File: src/verilog/lpc_defines.svh
`ifndef LPC_DEFINES_SVH
`define LPC_DEFINES_SVH

// register indices and byte addresses (byte address = 4 * index)
`define LPC_IDX_LED_OVR 6'h18
`define LPC_IDX_PHY_GEN 6'h19
`define LPC_ADDR_LED_OVR ({`LPC_IDX_LED_OVR, 2'h0})
`define LPC_ADDR_PHY_GEN ({`LPC_IDX_PHY_GEN, 2'h0})

// led_override_control field positions
`define LPC_LED_BLINK_MSB 10
`define LPC_LED_BLINK_LSB 9
`define LPC_LED_POL_SPEED 8
`define LPC_LED_POL_LINK 7
`define LPC_LED_POL_ACT 6
`define LPC_LED_DRV_SPEED 5
`define LPC_LED_DRV_LINK 4
`define LPC_LED_DRV_ACT 3
`define LPC_LED_VAL_SPEED 2
`define LPC_LED_VAL_LINK 1
`define LPC_LED_VAL_ACT 0

// phy_general_control field positions
`define LPC_PHY_AUTO_X 15
`define LPC_PHY_FORCE_X 14
`define LPC_PHY_PAUSE_RX 13
`define LPC_PHY_PAUSE_TX 12
`define LPC_PHY_LINK_FD100 11
`define LPC_PHY_BYPASS 7
`define LPC_PHY_MODE_MSB 6
`define LPC_PHY_MODE_LSB 5
`define LPC_PORT_ADDRESS_FIELD_MSB 4
`define LPC_PORT_ADDRESS_FIELD_LSB 0

// reset values (strapped bits are reloaded from pins after release)
`define LPC_RST_BLINK 2'h2
`define LPC_RST_POL 1'h0
`define LPC_RST_DRV 1'h0
`define LPC_RST_VAL 1'h0
`define LPC_RST_AUTO_X 1'h1
`define LPC_RST_FORCE_X 1'h0
`define LPC_RST_BYPASS 1'h0
`define LPC_RST_MODE 2'h0
`define LPC_RST_ADDR 5'h00

// timing
`define LPC_CLK_KHZ 125000
`define LPC_BLINK0_MS 50
`define LPC_BLINK1_MS 100
`define LPC_BLINK2_MS 200
`define LPC_BLINK3_MS 500
`define LPC_BLINK0_CYC (`LPC_BLINK0_MS * `LPC_CLK_KHZ)
`define LPC_BLINK1_CYC (`LPC_BLINK1_MS * `LPC_CLK_KHZ)
`define LPC_BLINK2_CYC (`LPC_BLINK2_MS * `LPC_CLK_KHZ)
`define LPC_BLINK3_CYC (`LPC_BLINK3_MS * `LPC_CLK_KHZ)

`endif

File: src/verilog/lpc_pkg.sv
package lpc_pkg;
	// strap capture sequence after reset release
	typedef enum logic [1:0] {
		LPC_ST_SETTLE1,
		LPC_ST_SETTLE2,
		LPC_ST_LOAD,
		LPC_ST_RUN
	} lpc_strap_e;
	// indicator mode decoded from the mode field
	typedef enum logic [1:0] {
		LPC_MODE_ONE,
		LPC_MODE_TWO,
		LPC_MODE_THREE
	} lpc_mode_e;
endpackage

File: src/verilog/lpc_regs.sv
// How it works
// unused bits of both registers ignore writes and read zero
// blink field picks 50, 100, 200 or 500 ms phases, resets to 10
// per-LED polarity bit, strap-loaded, 1 active high, 0 active low
// force bit set drives the matching value bit onto that LED
// auto crossover enable bit, strap-loaded, default one
// forced crossover bit swaps transmit and receive pairs
// receive pause status from pause resolution, only full duplex
// transmit pause status from pause resolution, only full duplex
// link status reads one only for autonegotiated 100 full duplex
// bypass bit makes LEDs follow raw status without stretching
// mode one: link LED shows link, activity LED pulses on activity
// mode two link/speed/collision; mode three blink link, duplex
// read-only port address field captured from straps at reset
// blink phases counted from the reference clock
`timescale 1ns/10ps
`include "lpc_defines.svh"
module lpc_regs
	import lpc_pkg::*;
#(
	parameter int unsigned BLINK0_CYC = `LPC_BLINK0_CYC,
	parameter int unsigned BLINK1_CYC = `LPC_BLINK1_CYC,
	parameter int unsigned BLINK2_CYC = `LPC_BLINK2_CYC,
	parameter int unsigned BLINK3_CYC = `LPC_BLINK3_CYC
) (
	input wire logic pclk,
	input wire logic presetn,
	input wire logic psel,
	input wire logic penable,
	input wire logic pwrite,
	input wire logic [7:0] paddr,
	input wire logic [31:0] pwdata,
	output logic [31:0] prdata,
	output logic pready,
	output logic pslverr,
	input wire logic strap_speed_pol,
	input wire logic strap_link_pol,
	input wire logic strap_act_pol,
	input wire logic strap_auto_crossover,
	input wire logic strap_indicator_mode,
	input wire logic [4:0] strap_port_addr,
	input wire logic link_good,
	input wire logic speed_100,
	input wire logic full_duplex,
	input wire logic activity,
	input wire logic collision,
	input wire logic an_complete,
	input wire logic hcd_full_duplex,
	input wire logic [1:0] local_pause_adv,
	input wire logic [1:0] partner_pause_adv,
	output logic speed_indicator_out,
	output logic link_indicator_out,
	output logic activity_indicator_out,
	output logic auto_crossover_en,
	output logic pair_crossover,
	output logic pause_rx_en,
	output logic pause_tx_en,
	output logic fd100_link
);
	////////////////////////////////////////////////////////////////////////
	// declarations
	logic [9:0] strap_sync;
	lpc_strap_e strap_st_ff;
	lpc_strap_e nxt_strap_st;
	logic [1:0] blink_ff;
	logic pol_speed_ff, pol_link_ff, pol_act_ff;
	logic [2:0] drv_ff;
	logic [2:0] val_ff;
	logic auto_x_ff, force_x_ff, bypass_ff;
	logic [1:0] mode_ff;
	logic [4:0] port_addr_ff;
	logic pause_rx_ff, pause_tx_ff, fd100_ff;
	logic pready_ff, pslverr_ff;
	logic [31:0] prdata_ff;
	logic act_hold_ff, col_hold_ff;
	logic speed_out_ff, link_out_ff, act_out_ff;
	logic blink_phase, blink_tick;
	logic hit_led, hit_phy, wr_led, wr_phy;
	logic [15:0] led_rd, phy_rd;
	logic nxt_rx, nxt_tx;
	lpc_mode_e mode;
	logic act_src, col_src;
	logic on_speed, on_link, on_act;
	logic drv_speed, drv_link, drv_act;

	////////////////////////////////////////////////////////////////////////
	// strap pins and blink timer
	lpc_sync #(
		.W(10)
	) u_strap_sync (
		.pclk(pclk),
		.presetn(presetn),
		.d({strap_speed_pol, strap_link_pol, strap_act_pol,
			strap_auto_crossover, strap_indicator_mode, strap_port_addr}),
		.q(strap_sync)
	);

	lpc_blink #(
		.T0_CYC(BLINK0_CYC),
		.T1_CYC(BLINK1_CYC),
		.T2_CYC(BLINK2_CYC),
		.T3_CYC(BLINK3_CYC)
	) u_blink (
		.pclk(pclk),
		.presetn(presetn),
		.rate(blink_ff),
		.phase(blink_phase),
		.tick(blink_tick)
	);

	// wait for synchroniser to fill, load straps once, then run
	always_comb begin
		case (strap_st_ff)
			LPC_ST_SETTLE1: nxt_strap_st = LPC_ST_SETTLE2;
			LPC_ST_SETTLE2: nxt_strap_st = LPC_ST_LOAD;
			LPC_ST_LOAD: nxt_strap_st = LPC_ST_RUN;
			LPC_ST_RUN: nxt_strap_st = LPC_ST_RUN;
			default: nxt_strap_st = LPC_ST_RUN;
		endcase
	end

	always_ff @(posedge pclk or negedge presetn) begin
		if (!presetn) begin
			strap_st_ff <= LPC_ST_SETTLE1;
		end else begin
			strap_st_ff <= nxt_strap_st;
		end
	end

	////////////////////////////////////////////////////////////////////////
	// apb decode: no wait states, ready registered from the setup cycle
	assign hit_led = (paddr == `LPC_ADDR_LED_OVR);
	assign hit_phy = (paddr == `LPC_ADDR_PHY_GEN);
	assign wr_led = psel & penable & pready_ff & pwrite & hit_led;
	assign wr_phy = psel & penable & pready_ff & pwrite & hit_phy;

	always_ff @(posedge pclk or negedge presetn) begin
		if (!presetn) begin
			pready_ff <= 1'h0;
			pslverr_ff <= 1'h0;
		end else begin
			pready_ff <= psel & ~penable;
			pslverr_ff <= psel & ~penable & ~(hit_led | hit_phy);
		end
	end

	// read data captured in every setup; writes and misses give zero
	always_ff @(posedge pclk or negedge presetn) begin
		if (!presetn) begin
			prdata_ff <= 32'h0;
		end else if (psel & ~penable) begin
			if (~pwrite & hit_led) begin
				prdata_ff <= {16'h0, led_rd};
			end else if (~pwrite & hit_phy) begin
				prdata_ff <= {16'h0, phy_rd};
			end else begin
				prdata_ff <= 32'h0;
			end
		end
	end

	// reserved bits tied to zero in the read images
	always_comb begin
		led_rd = 16'h0;
		led_rd[`LPC_LED_BLINK_MSB:`LPC_LED_BLINK_LSB] = blink_ff;
		led_rd[`LPC_LED_POL_SPEED] = pol_speed_ff;
		led_rd[`LPC_LED_POL_LINK] = pol_link_ff;
		led_rd[`LPC_LED_POL_ACT] = pol_act_ff;
		led_rd[`LPC_LED_DRV_SPEED:`LPC_LED_DRV_ACT] = drv_ff;
		led_rd[`LPC_LED_VAL_SPEED:`LPC_LED_VAL_ACT] = val_ff;
		phy_rd = 16'h0;
		phy_rd[`LPC_PHY_AUTO_X] = auto_x_ff;
		phy_rd[`LPC_PHY_FORCE_X] = force_x_ff;
		phy_rd[`LPC_PHY_PAUSE_RX] = pause_rx_ff;
		phy_rd[`LPC_PHY_PAUSE_TX] = pause_tx_ff;
		phy_rd[`LPC_PHY_LINK_FD100] = fd100_ff;
		phy_rd[`LPC_PHY_BYPASS] = bypass_ff;
		phy_rd[`LPC_PHY_MODE_MSB:`LPC_PHY_MODE_LSB] = mode_ff;
		phy_rd[`LPC_PORT_ADDRESS_FIELD_MSB:`LPC_PORT_ADDRESS_FIELD_LSB] = port_addr_ff;
	end

	////////////////////////////////////////////////////////////////////////
	// led_override_control storage
	always_ff @(posedge pclk or negedge presetn) begin
		if (!presetn) begin
			blink_ff <= `LPC_RST_BLINK;
			pol_speed_ff <= `LPC_RST_POL;
			pol_link_ff <= `LPC_RST_POL;
			pol_act_ff <= `LPC_RST_POL;
			drv_ff <= {3{`LPC_RST_DRV}};
			val_ff <= {3{`LPC_RST_VAL}};
		end else if (strap_st_ff == LPC_ST_LOAD) begin
			pol_speed_ff <= strap_sync[9];
			pol_link_ff <= strap_sync[8];
			pol_act_ff <= strap_sync[7];
		end else if (wr_led) begin
			blink_ff <= pwdata[`LPC_LED_BLINK_MSB:`LPC_LED_BLINK_LSB];
			pol_speed_ff <= pwdata[`LPC_LED_POL_SPEED];
			pol_link_ff <= pwdata[`LPC_LED_POL_LINK];
			pol_act_ff <= pwdata[`LPC_LED_POL_ACT];
			drv_ff <= pwdata[`LPC_LED_DRV_SPEED:`LPC_LED_DRV_ACT];
			val_ff <= pwdata[`LPC_LED_VAL_SPEED:`LPC_LED_VAL_ACT];
		end
	end

	////////////////////////////////////////////////////////////////////////
	// phy_general_control writable and strapped fields
	always_ff @(posedge pclk or negedge presetn) begin
		if (!presetn) begin
			auto_x_ff <= `LPC_RST_AUTO_X;
			force_x_ff <= `LPC_RST_FORCE_X;
			bypass_ff <= `LPC_RST_BYPASS;
			mode_ff <= `LPC_RST_MODE;
			port_addr_ff <= `LPC_RST_ADDR;
		end else if (strap_st_ff == LPC_ST_LOAD) begin
			auto_x_ff <= strap_sync[6];
			mode_ff <= {1'h0, strap_sync[5]};
			port_addr_ff <= strap_sync[4:0];
		end else if (wr_phy) begin
			auto_x_ff <= pwdata[`LPC_PHY_AUTO_X];
			force_x_ff <= pwdata[`LPC_PHY_FORCE_X];
			bypass_ff <= pwdata[`LPC_PHY_BYPASS];
			mode_ff <= pwdata[`LPC_PHY_MODE_MSB:`LPC_PHY_MODE_LSB];
		end
	end

	////////////////////////////////////////////////////////////////////////
	// pause resolution; bit 1 asymmetric, bit 0 symmetric pause
	always_comb begin
		nxt_rx = 1'h0;
		nxt_tx = 1'h0;
		if (local_pause_adv[0] & partner_pause_adv[0]) begin
			nxt_rx = 1'h1;
			nxt_tx = 1'h1;
		end else if (local_pause_adv == 2'h2 && partner_pause_adv == 2'h3) begin
			nxt_tx = 1'h1;
		end else if (local_pause_adv == 2'h3 && partner_pause_adv == 2'h2) begin
			nxt_rx = 1'h1;
		end
	end

	// read-only status, pause gated by full duplex common mode
	always_ff @(posedge pclk or negedge presetn) begin
		if (!presetn) begin
			pause_rx_ff <= 1'h0;
			pause_tx_ff <= 1'h0;
			fd100_ff <= 1'h0;
		end else begin
			pause_rx_ff <= nxt_rx & an_complete & hcd_full_duplex;
			pause_tx_ff <= nxt_tx & an_complete & hcd_full_duplex;
			fd100_ff <= link_good & speed_100 & full_duplex & an_complete;
		end
	end

	////////////////////////////////////////////////////////////////////////
	// stretch events until the next blink boundary; new event wins
	always_ff @(posedge pclk or negedge presetn) begin
		if (!presetn) begin
			act_hold_ff <= 1'h0;
			col_hold_ff <= 1'h0;
		end else begin
			act_hold_ff <= activity | (act_hold_ff & ~blink_tick);
			col_hold_ff <= collision | (col_hold_ff & ~blink_tick);
		end
	end

	assign act_src = bypass_ff ? activity : (activity | act_hold_ff);
	assign col_src = bypass_ff ? collision : (collision | col_hold_ff);

	////////////////////////////////////////////////////////////////////////
	// indicator mode decode and status selection
	always_comb begin
		if (mode_ff[0]) begin
			mode = LPC_MODE_ONE;
		end else if (mode_ff[1]) begin
			mode = LPC_MODE_THREE;
		end else begin
			mode = LPC_MODE_TWO;
		end
	end

	always_comb begin
		on_speed = speed_100;
		case (mode)
			LPC_MODE_ONE: begin
				on_link = link_good;
				on_act = act_src;
			end
			LPC_MODE_TWO: begin
				on_link = link_good;
				on_speed = speed_100;
				on_act = col_src;
			end
			LPC_MODE_THREE: begin
				on_link = link_good & ~(act_src & blink_phase);
				on_act = full_duplex;
			end
			default: begin
				on_link = link_good;
				on_act = act_src;
			end
		endcase
	end

	// override by force bits, then apply polarity
	assign drv_speed = drv_ff[2] ? val_ff[2] : on_speed;
	assign drv_link = drv_ff[1] ? val_ff[1] : on_link;
	assign drv_act = drv_ff[0] ? val_ff[0] : on_act;

	always_ff @(posedge pclk or negedge presetn) begin
		if (!presetn) begin
			speed_out_ff <= 1'h0;
			link_out_ff <= 1'h0;
			act_out_ff <= 1'h0;
		end else begin
			speed_out_ff <= drv_speed ^ ~pol_speed_ff;
			link_out_ff <= drv_link ^ ~pol_link_ff;
			act_out_ff <= drv_act ^ ~pol_act_ff;
		end
	end

	////////////////////////////////////////////////////////////////////////
	// outputs
	assign prdata = prdata_ff;
	assign pready = pready_ff;
	assign pslverr = pslverr_ff;
	assign speed_indicator_out = speed_out_ff;
	assign link_indicator_out = link_out_ff;
	assign activity_indicator_out = act_out_ff;
	assign auto_crossover_en = auto_x_ff;
	assign pair_crossover = force_x_ff;
	assign pause_rx_en = pause_rx_ff;
	assign pause_tx_en = pause_tx_ff;
	assign fd100_link = fd100_ff;
endmodule // lpc_regs

File: src/verilog/lpc_sync.sv
`timescale 1ns/10ps
module lpc_sync #(
	parameter int W = 1
) (
	input wire logic pclk,
	input wire logic presetn,
	input wire logic [W-1:0] d,
	output logic [W-1:0] q
);
	logic [W-1:0] meta_ff;
	logic [W-1:0] q_ff;

	// two flops, the first read only by the second
	always_ff @(posedge pclk or negedge presetn) begin
		if (!presetn) begin
			meta_ff <= '0;
			q_ff <= '0;
		end else begin
			meta_ff <= d;
			q_ff <= meta_ff;
		end
	end

	assign q = q_ff;
endmodule // lpc_sync

File: src/verilog/lpc_blink.sv
`timescale 1ns/10ps
module lpc_blink #(
	parameter int unsigned T0_CYC = 1,
	parameter int unsigned T1_CYC = 1,
	parameter int unsigned T2_CYC = 1,
	parameter int unsigned T3_CYC = 1
) (
	input wire logic pclk,
	input wire logic presetn,
	input wire logic [1:0] rate,
	output logic phase,
	output logic tick
);
	logic [31:0] cnt_ff;
	logic [31:0] lim;
	logic phase_ff;
	logic tick_ff;

	// phase length in cycles for the chosen rate
	always_comb begin
		case (rate)
			2'h0: lim = 32'(T0_CYC);
			2'h1: lim = 32'(T1_CYC);
			2'h2: lim = 32'(T2_CYC);
			default: lim = 32'(T3_CYC);
		endcase
	end

	// count reference clocks, toggle phase at each period end
	always_ff @(posedge pclk or negedge presetn) begin
		if (!presetn) begin
			cnt_ff <= 32'h0;
			phase_ff <= 1'h0;
			tick_ff <= 1'h0;
		end else if (cnt_ff >= lim - 32'h1) begin
			cnt_ff <= 32'h0;
			phase_ff <= ~phase_ff;
			tick_ff <= 1'h1;
		end else begin
			cnt_ff <= cnt_ff + 32'h1;
			tick_ff <= 1'h0;
		end
	end

	assign phase = phase_ff;
	assign tick = tick_ff;
endmodule // lpc_blink

File: config.mk
export PLATFORM = sky130hd
export DESIGN_NAME = lpc_regs
export DESIGN_NICKNAME = d
export VERILOG_FILES = /design/src/verilog/lpc_pkg.sv /design/src/verilog/lpc_regs.sv /design/src/verilog/lpc_sync.sv /design/src/verilog/lpc_blink.sv
export VERILOG_INCLUDE_DIRS = /design/src /design/src/verilog
export SDC_FILE = /design/constraint.sdc
export NUM_CORES = 1
export LEC_CHECK = 0
export BUFFER_PORTS_ARGS = -buffer_cell sky130_fd_sc_hd__buf_2
export CORE_ASPECT_RATIO = 0.7
export CORE_MARGIN = 2
export CORE_UTILIZATION = 54
export DETAILED_ROUTE_END_ITERATION = 16
export HOLD_SLACK_MARGIN = 0.15
export PLACE_DENSITY = 0.79
export SKIP_LAST_GASP = 1
export SLEW_MARGIN = 20
export SYNTH_ARGS = -nofsm -noshare
export SYNTH_HDL_FRONTEND = slang
export SYNTH_SLANG_ARGS = --single-unit
export TNS_END_PERCENT = 5
File: constraint.sdc
create_clock -name pclk -period 3.1 [get_ports pclk]
set_input_delay 0.62 -clock pclk [delete_from_list [all_inputs] [get_ports pclk]]
set_output_delay 0.62 -clock pclk [all_outputs]
set_load 0.1 [all_outputs]
# [Word-level counts from Yosys, hierarchy flattened]
# Cells that the tools add are included.
[totals] output_inout_bits=42 register_bits=119
[op_classes] add_sub_neg=2 muxes=30 n_eq_ne=13 order_cmp=1 n_bitwise=39 reduce_logical=9
[op_table] cell="$pmux 26 s3" count=1
[op_table] cell="$add 32x1->32 const B" count=1
[op_table] cell="$ge 32x32->1" count=1
[op_table] cell="$mux 16" count=2
[op_table] cell="$mux 32" count=1
[op_table] cell="$sub 26x1->27 const B" count=1
[op_table] cell="$and 1x1->1" count=21
[op_table] cell="$mux 1" count=20
[op_table] cell="$eq 2x2->1 const B" count=8
[op_table] cell="$eq 8x7->1 const B" count=2
[op_table] cell="$not 1->1" count=10
[op_table] cell="$mux 2" count=4
[op_table] cell="$eq 2x1->1 const B" count=3
[op_table] cell="$pmux 2 s3" count=1
[op_table] cell="$or 1x1->1" count=5
[op_table] cell="$logic_not 2->1" count=2
[op_table] cell="$reduce_and 2->1" count=2
[op_table] cell="$reduce_bool 2->1" count=2
[op_table] cell="$xor 1x1->1" count=3
[op_table] cell="$logic_and 1x1->1" count=2
[op_table] cell="$pmux 1 s2" count=1
[op_table] cell="$reduce_or 2->1" count=1

# [Longest topological paths before layout]
# Gate-level depths: netlist of run 1.
[logic_depth] word_depth=8 ltp_mapped=11

# [Modules after synthesis]
# A second synthesis of run 1 with hierarchy kept.
[unflattened] cells_unflattened=409 area_unflattened_um2=4614.4
[by_module_without_submodules] module="lpc_regs" n_inst=1 area_each_um2=2203.4 cells_each=192
[by_module_without_submodules] module="lpc_blink" n_inst=1 area_each_um2=1910.6 cells_each=197
[by_module_without_submodules] module="lpc_sync" n_inst=1 area_each_um2=500.5 cells_each=20

# [Worst setup path before layout of run 1]
# No wires, ideal clock.
[synth_timing] path_type="register -> register" startpoint="register blink_ff[1]" endpoint="register u_blink.cnt_ff[10]" n_path_buf=2 required_time_ns=3.029 period_less_slack_ns=2.309 setup_slack_ns=0.791 t_arrival_ns=2.237 setup_ns=0.071 stages_incl_launch_ff=12 path_cell_list="dfstp_2 -> inv_1 -> nor2_1 -> inv_1 -> ha_1 -> a2111oi_0 -> o31ai_1 -> a21oi_1 -> o211ai_1 -> buf_2 -> buf_2 -> nor2_1"
[synth_between] elab_chain_cells=5
[synth_rtl] element="from (decl)" line_no="lpc_regs.sv:65" text="logic [1:0] blink_ff;"
[synth_rtl] element="from (signal assigned)" line_no="lpc_regs.sv:186" text="blink_ff <= `LPC_RST_BLINK;"
[synth_rtl] element="from (signal assigned)" line_no="lpc_regs.sv:197" text="blink_ff <= pwdata[`LPC_LED_BLINK_MSB:`LPC_LED_BLINK_LSB];"
[synth_rtl] element="$eq 2x2->1 (tied with other cells)" line_no="lpc_blink.sv:21" text="case (rate)"
[synth_rtl] element="$pmux 26 s3 *" line_no="lpc_blink.sv:21"
[synth_rtl] element="$sub 26x1->27 *" line_no="lpc_blink.sv:35" text="end else if (cnt_ff >= lim - 32'h1) begin"
[synth_rtl] element="$ge 32x32->1 *" line_no="lpc_blink.sv:35"
[synth_rtl] element="$mux 32 *" line_no="lpc_blink.sv:35"
[synth_rtl] element="to (signal assigned)" line_no="lpc_blink.sv:40" text="cnt_ff <= cnt_ff + 32'h1;"
[synth_rtl] element="to (decl)" line_no="lpc_blink.sv:14" text="logic [31:0] cnt_ff;"
# Every way passes the cells marked *; elsewhere a longest branch is shown, timed or not.
# A chain may end at the register's enable or synchronous reset.

# [Final worst setup path of run 1]
[layout_timing] startpoint="register blink_ff[1]" endpoint="register u_blink.phase_ff, in the netlist u_blink.phase"
[layout_between] elab_chain_cells=4
[layout_rtl] element="$eq 2x2->1 (tied with other cells)" line_no="lpc_blink.sv:21"
[layout_rtl] element="$pmux 26 s3 *" line_no="lpc_blink.sv:21"
[layout_rtl] element="$sub 26x1->27 *" line_no="lpc_blink.sv:35"
[layout_rtl] element="$ge 32x32->1 *" line_no="lpc_blink.sv:35"
[layout_rtl] element="to (signal assigned)" line_no="lpc_blink.sv:37" text="phase_ff <= ~phase_ff;"
[layout_rtl] element="to (decl)" line_no="lpc_blink.sv:16" text="logic phase_ff;"
# Marks and branches as above.

==> results.md, run 1 <==
Timing:
- Summed over all failing endpoints, the final setup total negative slack is 0 ns.
- Based on the critical path, the design can be clocked at up to 0.379 GHz.
- Clock skew on the completed layout was measured at 0.00684 ns.
- The actual slew at the worst max-slew pin is 0.811 ns.
- The number of hold violations in the final report is 0.
- Headroom to the max-slew limit came out at 0.456.
- The count of final max-slew check failures is 0.
- Hold timing on the final database bottoms out at a slack of 0.289 ns.
- The minimum clock period after layout is 2.64 ns.
- Setup repair after global routing left no endpoint under its margin.
- Setup violations remaining at the end of the flow were counted as 0.
- The fraction of the cycle the final worst path needs is 0.851.
- The worst path setup slack after routing is 0.462 ns.

Worst setup path:
- The critical path goes through inv_1, nor2_1, inv_1, ha_1, a2111oi_0, o31ai_1, a21oi_1, o211ai_1, buf_4, xor2_1.
- The most common cell type on the critical path is sky130_fd_sc_hd__inv_1.
- The largest single stage delay on the critical path is 0.62 ns.
- In this run the critical register-to-register path is launched from blink_ff[1].
- Among cell families on the critical path, the largest total delay comes from compound AO/OA/AOI/OAI gates.
- Data on the critical path arrives at its endpoint at 2.87 ns.
- The critical path class is flip-flop to flip-flop.
- Of all nets on the critical path, the largest fanout is 14.
- The number of buffers and inverters on the critical path is 3.
- The slowest stage of the critical path is the sky130_fd_sc_hd__dfstp_2 cell.
- The critical path starts at blink_ff[1].
- STA puts the critical path data required time at 3.34 ns.
- The launching element type of the critical path is a flip-flop.
- The worst setup path is captured at a flip-flop.

Clock tree:
- In this run the clock root is driven by a sky130_fd_sc_hd__clkbuf_16.
- TritonCTS built the clock tree.
- The clock-pin slew on the worst setup and hold paths is 0.07 ns.
- Clock tree synthesis inserted a total of 9 buffers.
- The hold buffer count at CTS is 0.
- The clock reaches the later pin of the worst-skew pair after 0.35 ns.
- Counting every sink on the clock net gives 103.
- The worst-case clock buffer depth is 2.
- In this run, post-CTS repair resized a total of 0 instances.
- The post-CTS setup buffer count is 0.
- The number of H-tree branching levels is 3.

Synth:
- For this run, the leading register cell type out of synthesis is sky130_fd_sc_hd__dfrtp_1.
- Yosys mapped a number of flops with a built-in enable equal to 0.
- For this run, the register share of the synthesized area comes to 0.562.
- The cell area after synthesis is 4590 µm².
- The share of synthesized flip-flops with an asynchronous set or reset is 1.00.
- In the synthesized netlist, the number of instances is 401.
- In the post-synthesis netlist, the biggest area contributors are sky130_fd_sc_hd__dfrtp_1 (55%), sky130_fd_sc_hd__ha_1 (5.5%), sky130_fd_sc_hd__xnor2_1 (3.8%).
- The number of synthesized register bits is 103.
- The total of warnings raised by yosys is 0.
- The synthesized area divided by synthesized cell count is 11.4 µm².
- Yosys mapped the design onto 41 distinct sky130hd cell types.
- The biggest area contributor in the post-synthesis netlist is sky130_fd_sc_hd__dfrtp_1.
- The share of synthesized area in the top cell type comes to 0.551.

Global route:
- The first-pass GRT wire length is 15.7 mm.
- The largest net degree at the start of global routing is 56.
- The initial antenna violation count is 0.
- For this run the aggregate overflow at the end of global routing stands at 0.
- The via count of the first global-routing pass is 3183.
- The global-route total usage across every layer is 0.225.

Routing:
- The violation count after the first detailed-routing iteration is 242.
- The count of unresolved DRC violations after routing is 0.
- The number of nets still failing antenna checks after routing is 0.
- In the routed layout, each cell is associated on average with a via count of 5.48.
- Before antenna repair, the detailed router went through 5 iterations.
- In the final routed layout, each cell accounts on average for 16.5 µm.
- The routed design has 9.79 mm of wire.
- Summing over every cut layer, the via total after detailed routing is 3260.

Floorplanning:
- The die area is 9260 µm².
- The initial core utilization is 0.550.
- The die outline height is 81.1 µm.
- The floorplan step set the die width to 114 µm.
- Row generation in the floorplan step produced 28 rows.
- The placeable core region is 8340 µm².
- Pin placement for this block handled 108 I/O pins.

Status:
- The run finished with clean final reports.

Pwr:
- The worst vdd rail ir drop is 0.356 mV.
- For this design the ratio of total power to cell area is 519 nW/µm².
- The total chip power is 2.77 mW.
- The leakage component of the power is 2.59 nW.

Hold path:
- The path class of the lowest-slack min-delay path is input port to async pin.

Placement:
- During placement, the flow inserted port buffers numbering 72.
- At the placement stage, the worst setup path has a slack of 0.545 ns.
- The post-place instance area is 5050 µm².
- Routability-driven placement finished with a final weighted congestion of 0.860.
- The post-detailed-placement half-perimeter wirelength is 6.90 mm.

Layout:
- The area growth from synthesis to layout is 16.5%.
- With fillers left out, the area of the finished cells amounts to 5350 µm².
- The final net count is 571.
- The most common cell after layout, fill and taps aside is sky130_fd_sc_hd__dfrtp_1.
- In the layout the commonest cells are sky130_fd_sc_hd__dfrtp_1 (101), sky130_fd_sc_hd__buf_2 (71), sky130_fd_sc_hd__nor2_1 (45).
- The ratio of cells with drive above 1 in the final layout is 0.255.
- The repair_antennas step left the layout with diodes totalling 0.

Flow run:
- Max-cap violations in this run came to 0.
[layout make-up]
| class | instances | area (µm²) |
|---|---|---|
| Sequential cell | 103 | 2580 |
| Clock inverter | 7 | 75.1 |
| Fill cell | 633 | 2990 |
| Clock buffer | 9 | 225 |
| Tap cell | 105 | 131 |
| Multi-Input combinational cell | 268 | 1830 |
| Inverter | 23 | 86.3 |
| Timing Repair Buffer | 80 | 423 |
[path summary, 6_finish.rpt]
kind	endpoint	slack, ns	cells past startpoint
max reg2reg	u_blink.phase	0.46	10
min reg2reg	u_strap_sync.q[9]	0.35	0
min in group pclk	u_strap_sync.q[9]	0.35	0
max	u_blink.phase	0.46	10
max in group asynchronous	auto_crossover_en	2.07	2
min	port_addr_ff[2]	0.29	1
[power breakdown]
part | internal, mW | switching, mW | leakage (nW) | total (mW)
clock | 0.571 | 0.546 | 0.144 | 1.12
combinational | 0.0480 | 0.205 | 1.13 | 0.252
sequential | 1.38 | 0.0206 | 1.32 | 1.40
total | 2.00 | 0.772 | 2.59 | 2.77
[metal layers]
| layer | GRT usage | vias to the layer above | wire [µm] |
|---|---|---|---|
| li1 | - | 1509 | - |
| met1 | 0.308 | 1595 | 4490 |
| met2 | 0.357 | 135 | 4550 |
| met3 | 0.0455 | 21 | 582 |
| met4 | 0.0915 | 0 | 167 |
| met5 | 0 | - | 0 |
[stage by stage]
step / cells / utilization
2_1_floorplan: 422 / -
3_3_place_gp: 579 / 0.605
3_5_place_dp: 579 / 0.605
4_1_cts: 595 / 0.641
5_1_grt: 595 / 0.641
6_report: 595 / 0.641
[cells by family after synthesis]
kind of cell	Yosys count	share of synthesized area
xor gates and xnor gates	28	0.0534
adders and majority gates	20	0.0545
DFF	103	0.562
buffers and inverters	51	0.0573
muxes	22	0.0521
AOI/OAI and AO/OA	51	0.0772
and+or+nand+nor	124	0.142
other	2	0.00164
[cell usage after synthesis (2+ instances only)]
| cell type | n |
|---|---|
| sky130_fd_sc_hd__nor2_2 | 2 |
| sky130_fd_sc_hd__nor4_1 | 2 |
| sky130_fd_sc_hd__mux2i_1 | 7 |
| sky130_fd_sc_hd__ha_1 | 20 |
| sky130_fd_sc_hd__a21oi_1 | 13 |
| sky130_fd_sc_hd__buf_4 | 16 |
| sky130_fd_sc_hd__conb_1 | 2 |
| sky130_fd_sc_hd__dfrtp_1 | 101 |
| sky130_fd_sc_hd__nor2b_1 | 2 |
| sky130_fd_sc_hd__or2_2 | 2 |
| sky130_fd_sc_hd__nor4_4 | 2 |
| sky130_fd_sc_hd__nand2b_1 | 3 |
| sky130_fd_sc_hd__nor3_1 | 9 |
| sky130_fd_sc_hd__mux2_2 | 15 |
| sky130_fd_sc_hd__inv_1 | 23 |
| sky130_fd_sc_hd__o31ai_1 | 3 |
| sky130_fd_sc_hd__buf_2 | 3 |
| sky130_fd_sc_hd__dfstp_2 | 2 |
| sky130_fd_sc_hd__xor2_1 | 8 |
| sky130_fd_sc_hd__xnor2_1 | 20 |
| sky130_fd_sc_hd__and4_1 | 5 |
| sky130_fd_sc_hd__nand2_1 | 23 |
| sky130_fd_sc_hd__nor3_2 | 4 |
| sky130_fd_sc_hd__nor2_1 | 45 |
| sky130_fd_sc_hd__o211ai_1 | 3 |
| sky130_fd_sc_hd__o21ai_0 | 10 |
| sky130_fd_sc_hd__nand4_1 | 6 |
| sky130_fd_sc_hd__a222oi_1 | 7 |
| sky130_fd_sc_hd__clkbuf_1 | 8 |
| sky130_fd_sc_hd__nand3_1 | 13 |
| sky130_fd_sc_hd__a22o_1 | 9 |
| sky130_fd_sc_hd__a21o_1 | 4 |
[state kept, by name, summed over array words and instances, names as in the netlist, 2 cells and up]
register	cells
strap_st_ff	2
blink_ff	2
mode_ff	2
port_addr_ff	5
u_blink.cnt_ff	32
prdata	16
u_strap_sync.meta_ff	10
val_ff	3
u_strap_sync.q	10
drv_ff	3
Note: power is estimated with default switching activity, not from simulation.
==> inputs of run 2 (changes only) <==
--- a/config.mk
+++ b/config.mk
@@ -12,7 +12,7 @@
 export CORE_UTILIZATION = 54
 export DETAILED_ROUTE_END_ITERATION = 16
 export HOLD_SLACK_MARGIN = 0.15
-export PLACE_DENSITY = 0.79
+export PLACE_DENSITY_LB_ADDON = 0.3
 export SKIP_LAST_GASP = 1
 export SLEW_MARGIN = 20
 export SYNTH_ARGS = -nofsm -noshare
==> results.md, run 2 (same netlist as run 1, synthesis figures left out) <==
Pwr:
- The clock network fraction of total power is 0.421 (+0.018).
- The share of total power in combinational logic was 0.088 (-0.003).
- The internal power is 2.14 mW (+6.9%).
- The leakage component of the power is 2.59 nW (about the same).
- The worst vdd rail ir drop is 0.417 mV (+17%).
- The power density normalized to cell area came to 533 nW/µm² (+2.7%).
- The part of the power in registers is 0.490 (-0.016).
- The switching power share of the total is 0.251 (-0.0269).
- The reported net switching power is 718 µW (-6.9%).

Floorplanning:
- The number of placed I/O pins came to 108 (unchanged).
- The placeable core region is 8340 µm² (unchanged).
- The die width is 114 µm (unchanged).
- The initial core utilization is 0.550 (unchanged).
- The standard-cell row count is 28 (unchanged).
- The die outline height was 81.1 µm (unchanged).
- The die area is 9260 µm² (unchanged).

Clock tree:
- TritonCTS built the clock tree.
- The insertion delay to the later sink of the worst-skew pair came to 0.35 ns (about the same).
- The number of H-tree branching levels is 3 (unchanged).
- The worst-case clock buffer depth came to 2 (unchanged).
- The root cell of the clock tree is sky130_fd_sc_hd__clkbuf_16.
- The total of cells resized after clock tree synthesis is 0 (unchanged).
- The hold buffer count at CTS is 0 (unchanged).
- The post-CTS setup buffer count came to 0 (unchanged).
- The clock buffer count from CTS is 9 (unchanged).
- The clock-pin slew on the worst setup and hold paths came to 0.07 ns (about the same).
- The CTS sink count is 103 (unchanged).

Routing:
- The via density per instance came to 5.30 (-3.2%).
- The count of unresolved DRC violations after routing came to 0 (unchanged).
- The routed wire length is 9.15 mm (-6.6%).
- The number of nets still failing antenna checks after routing is 0 (unchanged).
- The post-detailed-route wirelength per cell was 15.4 µm (-6.3%).
- The detailed-routing iteration count for the pre-antenna-repair pass is 5 (unchanged).
- The detailed-route via count was 3144 (-3.6%).
- The violation count after the first detailed-routing iteration was 176 (-27%).

Placement:
- The weighted congestion at the end of routability-driven global placement is 0.798 (-7.3%).
- The count of buffers inserted at the top-level ports was 72 (unchanged).
- The post-place instance area was 5040 µm² (about the same).
- The post-detailed-placement half-perimeter wirelength is 6.64 mm (-3.8%).
- The post-placement worst setup slack came to 0.424 ns (-0.121 ns).

Global route:
- The global-route total usage across every layer came to 0.213 (-0.0118).
- The initial antenna violation count was 0 (unchanged).
- The overflow left after global routing is 0 (unchanged).
- The first-pass GRT wire length came to 14.9 mm (-4.9%).
- The via count of the first global-routing pass was 3012 (-5.4%).
- The largest net degree at the start of global routing is 58 (+3.6%).

Layout:
- The summed area of non-filler cells in the final layout is 5370 µm² (+0.37%).
- The sequential cell area in the final layout came to 2580 µm² (unchanged).
- The ratio of cells with drive above 1 in the final layout is 0.252 (-0.00305).
- Leaving out fill and tap cells, the most frequent cells in the layout are sky130_fd_sc_hd__dfrtp_1 (101), sky130_fd_sc_hd__buf_2 (71), sky130_fd_sc_hd__nor2_1 (45).
- The final core utilization is 0.644 (+0.00240).
- The most flop-heavy register is u_blink.cnt_ff.
- The number of flip-flops in the largest register is 32 (unchanged).
- The final net count was 569 (-0.35%).
- The number of fillers in the final layout is 664 (+4.9%).
- The antenna diode count came to 0 (unchanged).
- The multi-input logic area came to 1830 µm² (unchanged).
- Leaving out fill and tap cells, the most frequent cell in the layout is sky130_fd_sc_hd__dfrtp_1.
- Compared with the post-synthesis result, the final layout area differs by 16.9%.

Worst setup path:
- The startpoint identified for the worst register-to-register timing path is blink_ff[1].
- The data arrival at the endpoint of the critical path is 2.92 ns (+0.05 ns).
- The length in cells of the worst reg-to-reg path is 10 (unchanged).
- The critical register-to-register path endpoint is u_blink.cnt_ff[22].
- The critical path class is flip-flop to flip-flop.
- The required arrival time at the worst endpoint is 3.38 ns (+0.04 ns).
- The maximum fanout along the worst path is 24 (+10).
- STA classifies the critical path endpoint as a flip-flop.
- The setup slack on the worst flop-to-flop path is 0.45 ns (about the same).
- The launching element type of the critical path is a flip-flop.

Timing:
- The worst slew slack as a fraction of its limit came to 0.427 (-0.0293).
- The number of hold violations in the final report was 0 (unchanged).
- The worst path setup slack after routing is 0.454 ns (-0.00725 ns).
- Setup repair after global routing left no endpoint under its margin.
- The fraction of the cycle the final worst path needs was 0.853 (+0.00234).
- The count of final max-slew check failures was 0 (unchanged).
- The worst clock skew is 0.00553 ns (-0.00130 ns).
- The setup TNS after final layout is 0 ns (unchanged).
- The minimum clock period after layout is 2.65 ns (+0.00725 ns).
- The maximum clock rate came to 0.378 GHz (-0.27%).
- The actual slew at the worst max-slew pin is 0.855 ns (+0.0437 ns).
- The number of setup violations in the final report is 0 (unchanged).

Flow run:
- The max-cap violation count was 0 (unchanged).

Hold path:
- The tightest min-delay check is of the input port to async pin type.

Status:
- The run finished with clean final reports.
run 2: per-layer routing:
layer | GRT usage | vias up | share of wire
li1 | - | 1509 | -
met3 | 0.0478 | 5 | 0.057
met4 | 0.0695 | 0 | 0.0069
met5 | 0 | - | 0
met1 | 0.309 | 1539 | 0.49
met2 | 0.322 | 91 | 0.45
run 2: worst max path at each step:
stage | slack, ns | to | from
2_1_floorplan | 0.79 | u_blink.cnt_ff[10] | blink_ff[1]
3_3_place_gp | 0.57 | u_blink.cnt_ff[4] | blink_ff[1]
3_5_place_dp | 0.42 | u_blink.cnt_ff[20] | blink_ff[1]
4_1_cts | 0.40 | u_blink.cnt_ff[23] | blink_ff[1]
5_1_grt | 0.22 | u_blink.cnt_ff[23] | blink_ff[1]
6_report | 0.45 | u_blink.cnt_ff[22] | blink_ff[1]
run 2: power groups by stage:
stage	logic [mW]	clock network, mW	registers [mW]
after floorplan	0.133	0	1.48
after global placement	0.251	0	1.43
after detailed placement	0.255	0	1.43
after CTS	0.255	1.23	1.40
after global routing	0.269	1.29	1.40
final	0.253	1.20	1.40
run 2: final cells by class:
cell class                 count  share of cell area
sequential                   103               0.481
multi-input combinational    268               0.340
timing repair buffer          78              0.0783
clock buffer                   9              0.0420
tap                          105              0.0245
clock inverter                 7              0.0182
inverter                      23              0.0161
run 2: metrics by stage:
stage               hold WS, ns  std cells  power, mW
detailed placement        0.335        577       1.68
finish                    0.272        593       2.86
global route              0.315        593       2.96
floorplan                 0.324        422       1.61
CTS                       0.289        593       2.89
global placement          0.332        577       1.68
run 2: worst max-delay path, stage by stage (launching register included):
cell	delay [ns]
sky130_fd_sc_hd__dfstp_2	0.61
sky130_fd_sc_hd__inv_1	0.10
sky130_fd_sc_hd__nor2_1	0.23
sky130_fd_sc_hd__inv_1	0.08
sky130_fd_sc_hd__ha_1	0.29
sky130_fd_sc_hd__a2111oi_0	0.44
sky130_fd_sc_hd__o31ai_1	0.15
sky130_fd_sc_hd__a21oi_1	0.19
sky130_fd_sc_hd__o211ai_1	0.12
sky130_fd_sc_hd__buf_4	0.24
sky130_fd_sc_hd__nor2_1	0.13
